==> config.mk <==
export PLATFORM = sky130hd
export DESIGN_NAME = addr_map_decoder
export DESIGN_NICKNAME = d
export VERILOG_FILES = /design/src/core/addr_map_pkg.sv /design/src/core/addr_map_decoder.sv
export SDC_FILE = /design/constraint.sdc
export NUM_CORES = 1
export LEC_CHECK = 0
export ABC_AREA = 0
export BUFFER_PORTS_ARGS = -buffer_cell sky130_fd_sc_hd__buf_2
export CAP_MARGIN = 0
export CORE_MARGIN = 3
export CORE_UTILIZATION = 51
export DETAILED_ROUTE_END_ITERATION = 8
export PLACE_DENSITY_LB_ADDON = 0.05
export SYNTH_ARGS = -nofsm -noshare
export SYNTH_HDL_FRONTEND = slang
export SYNTH_SLANG_ARGS = --single-unit
==> constraint.sdc <==
create_clock -name clk_sys -period 3.7 [get_ports clk_sys]
set_clock_uncertainty 0.2 [all_clocks]
set_input_delay 0.555 -clock clk_sys [delete_from_list [all_inputs] [get_ports clk_sys]]
set_output_delay 0.555 -clock clk_sys [all_outputs]
set_load 0.01 [all_outputs]
==> src/core/addr_map_pkg.sv <==
// package: address map constants, region codes and carrier structs for the decoder
// assumes a 16-bit byte address space and an 8-bit code fetch path
package addr_map_pkg;

	// memory size select values
	localparam logic [7:0]  MSS_RESET       = 8'hCF;
	localparam logic [7:0]  MSS_ROM8K       = 8'h42;
	localparam logic [7:0]  MSS_ROM16K      = 8'h44;
	localparam logic [7:0]  MSS_ROM24K      = 8'hC6;
	localparam logic [7:0]  MSS_ROM32K      = 8'hC8;

	// program memory
	localparam logic [15:0] ROM_BASE        = 16'h0000;
	localparam logic [15:0] ROM_TOP_8K      = 16'h1FFF;
	localparam logic [15:0] ROM_TOP_16K     = 16'h3FFF;
	localparam logic [15:0] ROM_TOP_24K     = 16'h5FFF;
	localparam logic [15:0] ROM_TOP_32K     = 16'h7FFF;
	localparam logic [15:0] VEC_BASE        = 16'h0000;
	localparam logic [15:0] VEC_TOP         = 16'h003F;
	localparam logic [15:0] VEC_RESET_LO    = 16'h0000;
	localparam logic [15:0] VEC_RESET_HI    = 16'h0001;
	localparam logic [15:0] VEC_WATCHDOG    = 16'h0004;
	localparam logic [15:0] VEC_EXT_FIRST   = 16'h0006;
	localparam logic [15:0] VEC_EXT_LAST    = 16'h000C;
	localparam logic [15:0] VEC_PERIPH_LAST = 16'h0028;
	localparam logic [15:0] VEC_BREAK       = 16'h003E;
	localparam logic [15:0] TCALL_BASE      = 16'h0040;
	localparam logic [15:0] TCALL_TOP       = 16'h007F;
	localparam logic [15:0] SCALL_BASE      = 16'h0800;
	localparam logic [15:0] SCALL_TOP       = 16'h0FFF;

	// data memory
	localparam logic [15:0] RAM_BASE_512    = 16'hFD00;
	localparam logic [15:0] RAM_BASE_1K     = 16'hFB00;
	localparam logic [15:0] RAM_TOP         = 16'hFEFF;
	localparam logic [15:0] EXT_TOP         = 16'hF7FF;
	localparam logic [15:0] BANK_BASE       = 16'hFEE0;
	localparam logic [15:0] BANK_TOP        = 16'hFEFF;
	localparam logic [15:0] SFR_BASE        = 16'hFF00;
	localparam logic [15:0] SFR_TOP         = 16'hFFFF;
	localparam logic [1:0]  PC_LEN_MAX      = 2'h3;

	typedef enum logic [2:0] {
		REG_UNMAPPED = 3'b000,
		REG_ROM      = 3'b001,
		REG_RAM      = 3'b010,
		REG_BANK     = 3'b011,
		REG_SFR      = 3'b100,
		REG_EXT      = 3'b101
	} region_e;

	typedef enum logic [1:0] {
		PCS_VEC_LO = 2'b00,
		PCS_VEC_HI = 2'b01,
		PCS_RUN    = 2'b10,
		PCS_VEC_LD = 2'b11
	} pc_state_e;

	// decoded view of one address
	typedef struct packed {
		region_e     region;
		logic        is_vector;
		logic        is_tcall;
		logic        is_scall;
		logic        is_vec_slot;
		logic [1:0]  bank;
		logic [2:0]  bank_reg;
	} decode_s;

	// instruction flow request from the core
	typedef struct packed {
		logic        advance;
		logic [1:0]  length;
		logic        branch;
		logic [15:0] target;
	} pc_req_s;

endpackage : addr_map_pkg

==> src/core/addr_map_decoder.sv <==
// file: address map decoder with program counter and stack pointer sequencing
// assumes the core drives one request at a time, synchronous to clk_sys; code
// bytes arrive on fetch_data in the cycle after fetch_addr is presented
// the reset vector takes three cycles: low byte address, high byte address, load
// the external window stops below the reserved gap under the RAM
`timescale 1ns/10ps
`default_nettype none

module addr_map_decoder
	import addr_map_pkg::*;
(
	input  wire logic        clk_sys,
	input  wire logic        rst_b,
	input  wire logic        size_wr,
	input  wire logic [7:0]  size_wdata,
	input  wire logic        ext_enable,
	input  wire logic [15:0] data_addr,
	input  wire pc_req_s     pc_req,
	input  wire logic        sp_load,
	input  wire logic [15:0] sp_wdata,
	input  wire logic        stack_push,
	input  wire logic        stack_pop,
	input  wire logic [7:0]  fetch_data,
	output logic [7:0]       size_sel,
	output logic [15:0]      pc,
	output logic             pc_ready,
	output logic [15:0]      fetch_addr,
	output decode_s          fetch_dec,
	output decode_s          data_dec,
	output logic [15:0]      sp,
	output logic [15:0]      stack_addr,
	output logic             stack_in_ram
);

	logic [7:0]  size_sel_ff;
	logic [15:0] pc_ff;
	logic [15:0] nxt_pc;
	logic [15:0] sp_ff;
	logic [7:0]  vec_lo_ff;
	pc_state_e   pcs_ff;
	decode_s     fetch_dec_ff;
	decode_s     data_dec_ff;
	logic [15:0] rom_top;
	logic [15:0] ram_base;

	// rom top and ram base from the size select value
	always_comb begin
		case (size_sel_ff)
			MSS_ROM8K:  rom_top = ROM_TOP_8K;
			MSS_ROM16K: rom_top = ROM_TOP_16K;
			MSS_ROM24K: rom_top = ROM_TOP_24K;
			MSS_ROM32K: rom_top = ROM_TOP_32K;
			default:    rom_top = ROM_TOP_32K;
		endcase
		case (size_sel_ff)
			MSS_ROM8K:  ram_base = RAM_BASE_512;
			MSS_ROM16K: ram_base = RAM_BASE_512;
			MSS_ROM24K: ram_base = RAM_BASE_1K;
			MSS_ROM32K: ram_base = RAM_BASE_1K;
			default:    ram_base = RAM_BASE_1K;
		endcase
	end

	// high speed RAM window for the selected size, shared by decode and the stack check
	function automatic logic in_ram(input logic [15:0] a, input logic [15:0] rbase);
		return (a >= rbase) && (a <= RAM_TOP);
	endfunction : in_ram

	// even slots only: reset, watchdog, external and peripheral run, break
	function automatic logic vec_slot(input logic [15:0] a);
		logic hit;
		hit = (a == VEC_RESET_LO) || (a == VEC_WATCHDOG);
		hit = hit || ((a >= VEC_EXT_FIRST) && (a <= VEC_PERIPH_LAST));
		hit = hit || (a == VEC_BREAK);
		return hit && (a[0] == 1'b0);
	endfunction : vec_slot

	function automatic decode_s decode(input logic [15:0] a, input logic [15:0] top,
			input logic [15:0] rbase, input logic ext);
		decode_s d;
		d = '0;
		d.region = REG_UNMAPPED;
		if (a <= top) begin
			d.region = REG_ROM;
		end else if (a >= SFR_BASE) begin
			d.region = REG_SFR;
		end else if (a >= BANK_BASE) begin
			d.region = REG_BANK;
		end else if (in_ram(a, rbase)) begin
			d.region = REG_RAM;
		end else if (ext && a <= EXT_TOP) begin
			// the reserved gap below the RAM stays unmapped
			d.region = REG_EXT;
		end
		d.is_vector = (a <= VEC_TOP);
		d.is_tcall  = (a >= TCALL_BASE && a <= TCALL_TOP);
		d.is_scall  = (a >= SCALL_BASE && a <= SCALL_TOP);
		d.is_vec_slot = vec_slot(a);
		d.bank     = 2'h3 - a[4:3];
		d.bank_reg = a[2:0];
		return d;
	endfunction : decode

	// fetch address walks the two vector bytes, then follows the counter
	assign fetch_addr = (pcs_ff == PCS_VEC_LO) ? VEC_RESET_LO :
		(pcs_ff == PCS_VEC_HI) ? VEC_RESET_HI : pc_ff;
	assign pc_ready   = (pcs_ff == PCS_RUN);

	// size select register
	always_ff @(posedge clk_sys or negedge rst_b) begin
		if (!rst_b) begin
			size_sel_ff <= MSS_RESET;
		end else if (size_wr) begin
			size_sel_ff <= size_wdata;
		end
	end

	// decoder outputs are registered, one cycle after the address
	always_ff @(posedge clk_sys or negedge rst_b) begin
		if (!rst_b) begin
			fetch_dec_ff <= '0;
			data_dec_ff  <= '0;
		end else begin
			fetch_dec_ff <= decode(fetch_addr, rom_top, ram_base, ext_enable);
			data_dec_ff  <= decode(data_addr, rom_top, ram_base, ext_enable);
		end
	end

	always_comb begin
		nxt_pc = pc_ff;
		if (pc_req.branch) begin
			nxt_pc = pc_req.target;
		end else if (pc_req.advance) begin
			nxt_pc = pc_ff + {14'h0000, pc_req.length};
		end
	end

	// reset vector load, then normal sequencing
	always_ff @(posedge clk_sys or negedge rst_b) begin
		if (!rst_b) begin
			pcs_ff    <= PCS_VEC_LO;
			pc_ff     <= '0;
			vec_lo_ff <= '0;
		end else begin
			case (pcs_ff)
				PCS_VEC_LO: begin
					pcs_ff <= PCS_VEC_HI;
				end
				PCS_VEC_HI: begin
					// byte fetched from the even vector address
					vec_lo_ff <= fetch_data;
					pcs_ff    <= PCS_VEC_LD;
				end
				PCS_VEC_LD: begin
					pc_ff  <= {fetch_data, vec_lo_ff};
					pcs_ff <= PCS_RUN;
				end
				PCS_RUN: begin
					// requests are only taken here; the vector load ignores them
					pc_ff <= nxt_pc;
				end
				default: begin
					pcs_ff <= PCS_VEC_LO;
				end
			endcase
		end
	end

	// stack pointer
	always_ff @(posedge clk_sys or negedge rst_b) begin
		if (!rst_b) begin
			sp_ff <= '0;
		end else if (sp_load) begin
			sp_ff <= sp_wdata;
		end else if (stack_push) begin
			sp_ff <= sp_ff - 16'h0001;
		end else if (stack_pop) begin
			sp_ff <= sp_ff + 16'h0001;
		end
	end

	// push writes at sp-1, pop reads at sp
	assign stack_addr   = stack_push ? (sp_ff - 16'h0001) : sp_ff;
	assign stack_in_ram = in_ram(stack_addr, ram_base);

	assign size_sel  = size_sel_ff;
	assign pc        = pc_ff;
	assign sp        = sp_ff;
	assign fetch_dec = fetch_dec_ff;
	assign data_dec  = data_dec_ff;

endmodule : addr_map_decoder

`default_nettype wire

### Yosys cells after proc, flatten, opt, wreduce, memory -nomap -nowiden

Cells that the tools add are included.

| storage, ports and cells | value |
|---|---|
| logic and storage cells | 114 |
| output and inout bits | 98 |
| flip-flop bits (word level) | 74 |

| operators by class | value |
|---|---|
| reduce and logical (&&, ||, !) cells | 27 |
| eq/ne operators | 11 |
| mux-type cells | 22 |
| bitwise logic cells | 2 |
| add/sub/neg operators | 5 |
| order comparisons | 28 |

Operators by type and width:

| kind | number |
|---|---|
| $mux W16 | 8 |
| $le A16 B16 Y1 const B | 5 |
| $ge A16 B16 Y1 const B | 4 |
| $le A16 B6 Y1 const B | 4 |
| $ge A16 B16 Y1 | 3 |
| $pmux W15 S3 | 1 |
| $eq A16 B3 Y1 const B | 2 |
| $eq A16 B6 Y1 const B | 2 |
| $ge A16 B12 Y1 const B | 2 |
| $ge A16 B3 Y1 const B | 2 |
| $ge A16 B7 Y1 const B | 2 |
| $le A16 B12 Y1 const B | 2 |
| $le A16 B16 Y1 | 2 |
| $le A16 B7 Y1 const B | 2 |
| $logic_not A16 Y1 | 2 |
| $pmux W16 S2 | 1 |
| $mux W3 | 10 |
| $add A16 B1 Y16 const B | 1 |
| $add A16 B2 Y16 | 1 |
| $eq A8 B7 Y1 const B | 2 |
| $sub A16 B1 Y16 const B | 1 |
| $logic_and A1 B1 Y1 | 13 |
| $mux W11 | 1 |
| $eq A8 B8 Y1 const B | 1 |
| other kinds (12) | 21 |

### Depth between registers and ports, before layout

| depth | value |
|---|---|
| depth in word-level cells | 10 |
| gate-level depth with buffers | 11 |
| gate-level depth less buffers | 10 |

### Worst setup path before layout

No wires, ideal clock.

| path | value |
|---|---|
| path type | register to output |
| start point | register sp_ff[0], in the netlist sp[0] |
| end point | output stack_in_ram |
| setup slack | 0.468 ns |
| arrival time | 2.477 ns |
| path buffers | 1 |
| cell stages (with the launch flop) | 12 |
| path through | dfrtp_1 -> clkbuf_2 -> inv_1 -> ha_1 -> nor4b_4 -> nand2_2 -> nor3_1 -> xor2_1 -> ha_1 -> a21o_1 -> a31oi_1 -> and4b_1 |

| between the ends | value |
|---|---|
| longest elaborated chain between the ends | 4 |

RTL lines:

| element | line | text |
|---|---|---|
| start, declared | addr_map_decoder.sv:38 | `logic [15:0] sp_ff;` |
| start signal, assigned | addr_map_decoder.sv:174 | `sp_ff <= sp_wdata;` |
| start signal, assigned | addr_map_decoder.sv:176 | `sp_ff <= sp_ff - 16'h0001;` |
| start signal, assigned | addr_map_decoder.sv:178 | `sp_ff <= sp_ff + 16'h0001;` |
| $sub A16 B1 Y16 * | addr_map_decoder.sv:183 | `assign stack_addr = stack_push ? (sp_ff - 16'h0001) : sp_ff;` |
| $mux W16 * | addr_map_decoder.sv:183 |  |
| net stack_addr[10] | addr_map_decoder.sv:31 | `output logic [15:0] stack_addr,` |
| $ge A16 B16 Y1 / $le A16 B16 Y1 (equally long branches) | addr_map_decoder.sv:66 | `return (a >= rbase) && (a <= RAM_TOP);` |
| $logic_and A1 B1 Y1 * | addr_map_decoder.sv:66 |  |
| end, declared | addr_map_decoder.sv:32 | `output logic stack_in_ram` |

The timed path passes the listed nets; every way through them passes the cells marked *.

### Worst setup path after layout

| path | value |
|---|---|
| start point | register sp_ff[0], in the netlist sp[0] |
| end point | output stack_in_ram |

| between the ends | value |
|---|---|
| longest elaborated chain between the ends | 4 |

RTL lines:

| element | line |
|---|---|
| $sub A16 B1 Y16 | addr_map_decoder.sv:183 |
| $mux W16 * | addr_map_decoder.sv:183 |
| $ge A16 B16 Y1 / $le A16 B16 Y1 (equally long branches) | addr_map_decoder.sv:66 |
| $logic_and A1 B1 Y1 * | addr_map_decoder.sv:66 |

Every way passes the cells marked *; elsewhere a longest branch is shown, timed or not.

==> out/metrics.yaml <==
grt_start_max_net_pins: 75
cts.hold.buffers_added: 0
route.detailed.wl_per_inst_um: 17.0
core_um2: 8930
drc: 0
area_growth_pct: 22.6
flip_flop_and_latch_count_after_synthesis: 74
clk_path_buf_depth: 2
die_h_um: 103
std_cell_rows: 34
pwr-share-seq_pct: 45.2
regToRegStartpoint: "size_sel[5]$_DFFE_PN0P_"
grt_setup_unrepaired: "false"
routed-via-count: 4579
drive_gt1_share_pct: 35.8
drt_pre_antenna_iters: 5
postSynthCellCount: 523
holdCritPathClass: "in -> async"
die_w_um: 103
ff2ff_path_depth: 8
vias_per_cell: 5.75
regArea_um2: 1860
cts_buffers: 9
multi_input_area_um2: 2650
tritoncts: "built"
synthTopCellsByCount: "68 x sky130_fd_sc_hd__dfrtp_1, 53 x sky130_fd_sc_hd__nand2_1, 34 x sky130_fd_sc_hd__nor2_1, 34 x sky130_fd_sc_hd__o21ai_0, 23 x sky130_fd_sc_hd__nand3_1"
ir_worst_vdd_mv: 0.259
post-dp-hpwl_um: 10300
internal_power_mw: 1.47
synth.most_common_cell: "sky130_fd_sc_hd__dfrtp_1"
syn-mean-instance-area_um2: 9.15
clk_latency_ns: 0.34
synthArstFlopShare_pct: 100
grt_pass1_vias: 4319
endpoint_kind: "output port"
clock-root-buffer: "sky130_fd_sc_hd__clkbuf_8"
ant_nets: 0
placedInstanceArea_um2: 5640
maxCapViolCount: 0
powerDensity_nw_per_um2: 383
hold_viol: 0
synthTopCellsByArea: "sky130_fd_sc_hd__dfrtp_1 36%, sky130_fd_sc_hd__mux2_2 4.5%, sky130_fd_sc_hd__nand2_1 4.2%"
critPathArrivalTime_ns: 2.79
synth_area_um2: 4790
top_level_ports: 173
start_util_pct: 53.6
critical_path_class: "reg -> out"
netlist.area_leader.share_pct: 35.6
slew_viol_final: 0
gr-usage-all-layers_pct: 25.8
cellLeakagePower_nw: 2.80
gpl.final_weighted_congestion: 0.918
final_nets: 773
reg2reg_to: "fetch_dec[11]$_DFF_PN0_"
switching_portion_of_total_power_pct: 34.6
post_synth_num_cell_types: 72
final.setup.tns_ns: 0
grt_pass1_wl_um: 21500
synth.yosys.warnings: 0
worstSetupStartpointType: "register"
finalCritPeriodShare_pct: 95.7
rel_slew_slack_pct: 37.4
postSynth.topFlopCell: "sky130_fd_sc_hd__dfrtp_1"
synthDominantAreaCellType: "sky130_fd_sc_hd__dfrtp_1"
synth_seq_area_share_pct: 38.8
syn_nets: 613
result_of_the_run: "complete, no violations"
net-switching-power_mw: 0.778
finalCriticalPeriod_ns: 3.54
initial_antenna_violation_count: 0
cp_max_fo: 3
port_buffers: 172
timing.reg2reg.setup_slack_ns: 1.06
first_iter_violations: 255
worst_pin_slew_ns: 0.939
drt-total-wl_um: 13600
setup_violations: 0
clock_power_share_pct: 28.1
edff_count_synth: 0
clkTransAtPathRegs_ns: 0.09
tritoncts_num_sinks: 74
finish.instance_area_um2: 5870
clock.fmax_mhz: 282
p_comb_share_pct: 26.8
cts.htree.levels: 3
data_required_time_at_the_worst_endpoint_ns: 2.94
filler_cell_count: 805
antenna-diode-count: 0
grt.overflow.total: 0
dieArea_um2: 10600
cells by family (layout without fill, tap and decap cells):
kind of cell | after synthesis | in the layout | synth area share, %
XOR/XNOR | 37 | 37 | 6.77
multiplexers | 24 | 24 | 5.52
buffers and inverters | 56 | 221 | 5.93
AO/OA/AOI/OAI | 103 | 103 | 14.0
AND/OR/NAND/NOR | 212 | 212 | 24.4
adder cells (fa/ha/maj) | 17 | 17 | 4.50
flip-flops | 74 | 74 | 38.8
final cells by class:
class | instances | area share, %
clock inverters | 5 | 1.07
clock buffers | 11 | 2.24
flip-flops and latches | 74 | 31.7
repair buffers | 183 | 16.1
inverters | 22 | 1.41
multi-input cells | 393 | 45.1
well taps | 108 | 2.30
state kept, by name, indices dropped and copies added (netlist names):
| register | cells |
|---|---|
| pc | 16 |
| sp | 16 |
| data_dec | 12 |
| fetch_dec | 12 |
| size_sel | 8 |
| vec_lo_ff | 8 |
| pcs_ff | 2 |
routing by layer:
layer / vias up / global-route usage (%) / share of wire (%)
met5: - / 0 / 0
met4: 0 / 9.36 / 2.2
met3: 29 / 4.26 / 7.4
met2: 202 / 43.0 / 49
met1: 2154 / 34.0 / 42
li1: 2194 / - / -
worst max-delay path by stage:
stage,start,to
global placement,sp[1]$_DFFE_PN0P_,stack_in_ram
finish,sp[0]$_DFFE_PN0P_,stack_in_ram
CTS,sp[1]$_DFFE_PN0P_,stack_in_ram
floorplan,sp[0]$_DFFE_PN0P_,stack_in_ram
detailed placement,sp[1]$_DFFE_PN0P_,stack_in_ram
global route,sp[0]$_DFFE_PN0P_,stack_in_ram
worst max-delay path: stages, from the launching register on:
cell and delay (ns):
sky130_fd_sc_hd__dfrtp_1 0.39, sky130_fd_sc_hd__inv_1 0.11, sky130_fd_sc_hd__ha_1 0.19, sky130_fd_sc_hd__nor4b_4 0.29, sky130_fd_sc_hd__nand2_2 0.13, sky130_fd_sc_hd__nor3_2 0.14
sky130_fd_sc_hd__xor2_1 0.24, sky130_fd_sc_hd__ha_1 0.29, sky130_fd_sc_hd__a21o_1 0.16, sky130_fd_sc_hd__a31oi_1 0.14, sky130_fd_sc_hd__and4b_1 0.22, sky130_fd_sc_hd__buf_2 0.14
cell usage in the layout, fill, tap and decap left out, types with 16 or more instances in the layout:
cell type / Yosys / final
sky130_fd_sc_hd__nor2_1: 34 / 34
sky130_fd_sc_hd__xnor2_1: 20 / 20
sky130_fd_sc_hd__nand3_1: 23 / 23
sky130_fd_sc_hd__o21ai_0: 34 / 34
sky130_fd_sc_hd__dfrtp_1: 68 / 67
sky130_fd_sc_hd__inv_1: 21 / 21
sky130_fd_sc_hd__a21oi_1: 16 / 16
sky130_fd_sc_hd__nand2_1: 53 / 53
sky130_fd_sc_hd__buf_2: 5 / 171
sky130_fd_sc_hd__mux2_2: 19 / 19
sky130_fd_sc_hd__xor2_1: 17 / 17
metrics by stage:
step | instances | total power, mW | utilization, % | worst slack, ns | hold slack, ns
2_1_floorplan | 523 | 1.38 | - | 0.468 | 0.0594
3_3_place_gp | 776 | 1.61 | 63.1 | 0.475 | 0.285
3_5_place_dp | 776 | 1.62 | 63.1 | 0.271 | 0.296
4_1_cts | 793 | 2.26 | 65.4 | 0.0256 | 0.136
5_1_grt | 796 | 2.38 | 65.7 | 0.00121 | 0.136
6_report | 796 | 2.25 | 65.7 | 0.159 | 0.147
power groups by stage:
stage | sequential, mW | combinational, mW | clock [mW]
3_3_place_gp | 1.03 | 0.585 | 0
3_5_place_dp | 1.03 | 0.593 | 0
5_1_grt | 1.03 | 0.668 | 0.682
6_report | 1.02 | 0.602 | 0.631
2_1_floorplan | 0.998 | 0.380 | 0
4_1_cts | 1.02 | 0.598 | 0.651
timing repair:
action,4_1_cts,5_1_grt
setup endpoints to repair,1,1
resized for setup,1,1
gates cloned,0,0
buffers inserted,1,3
Note: power is estimated with default switching activity, not from simulation.
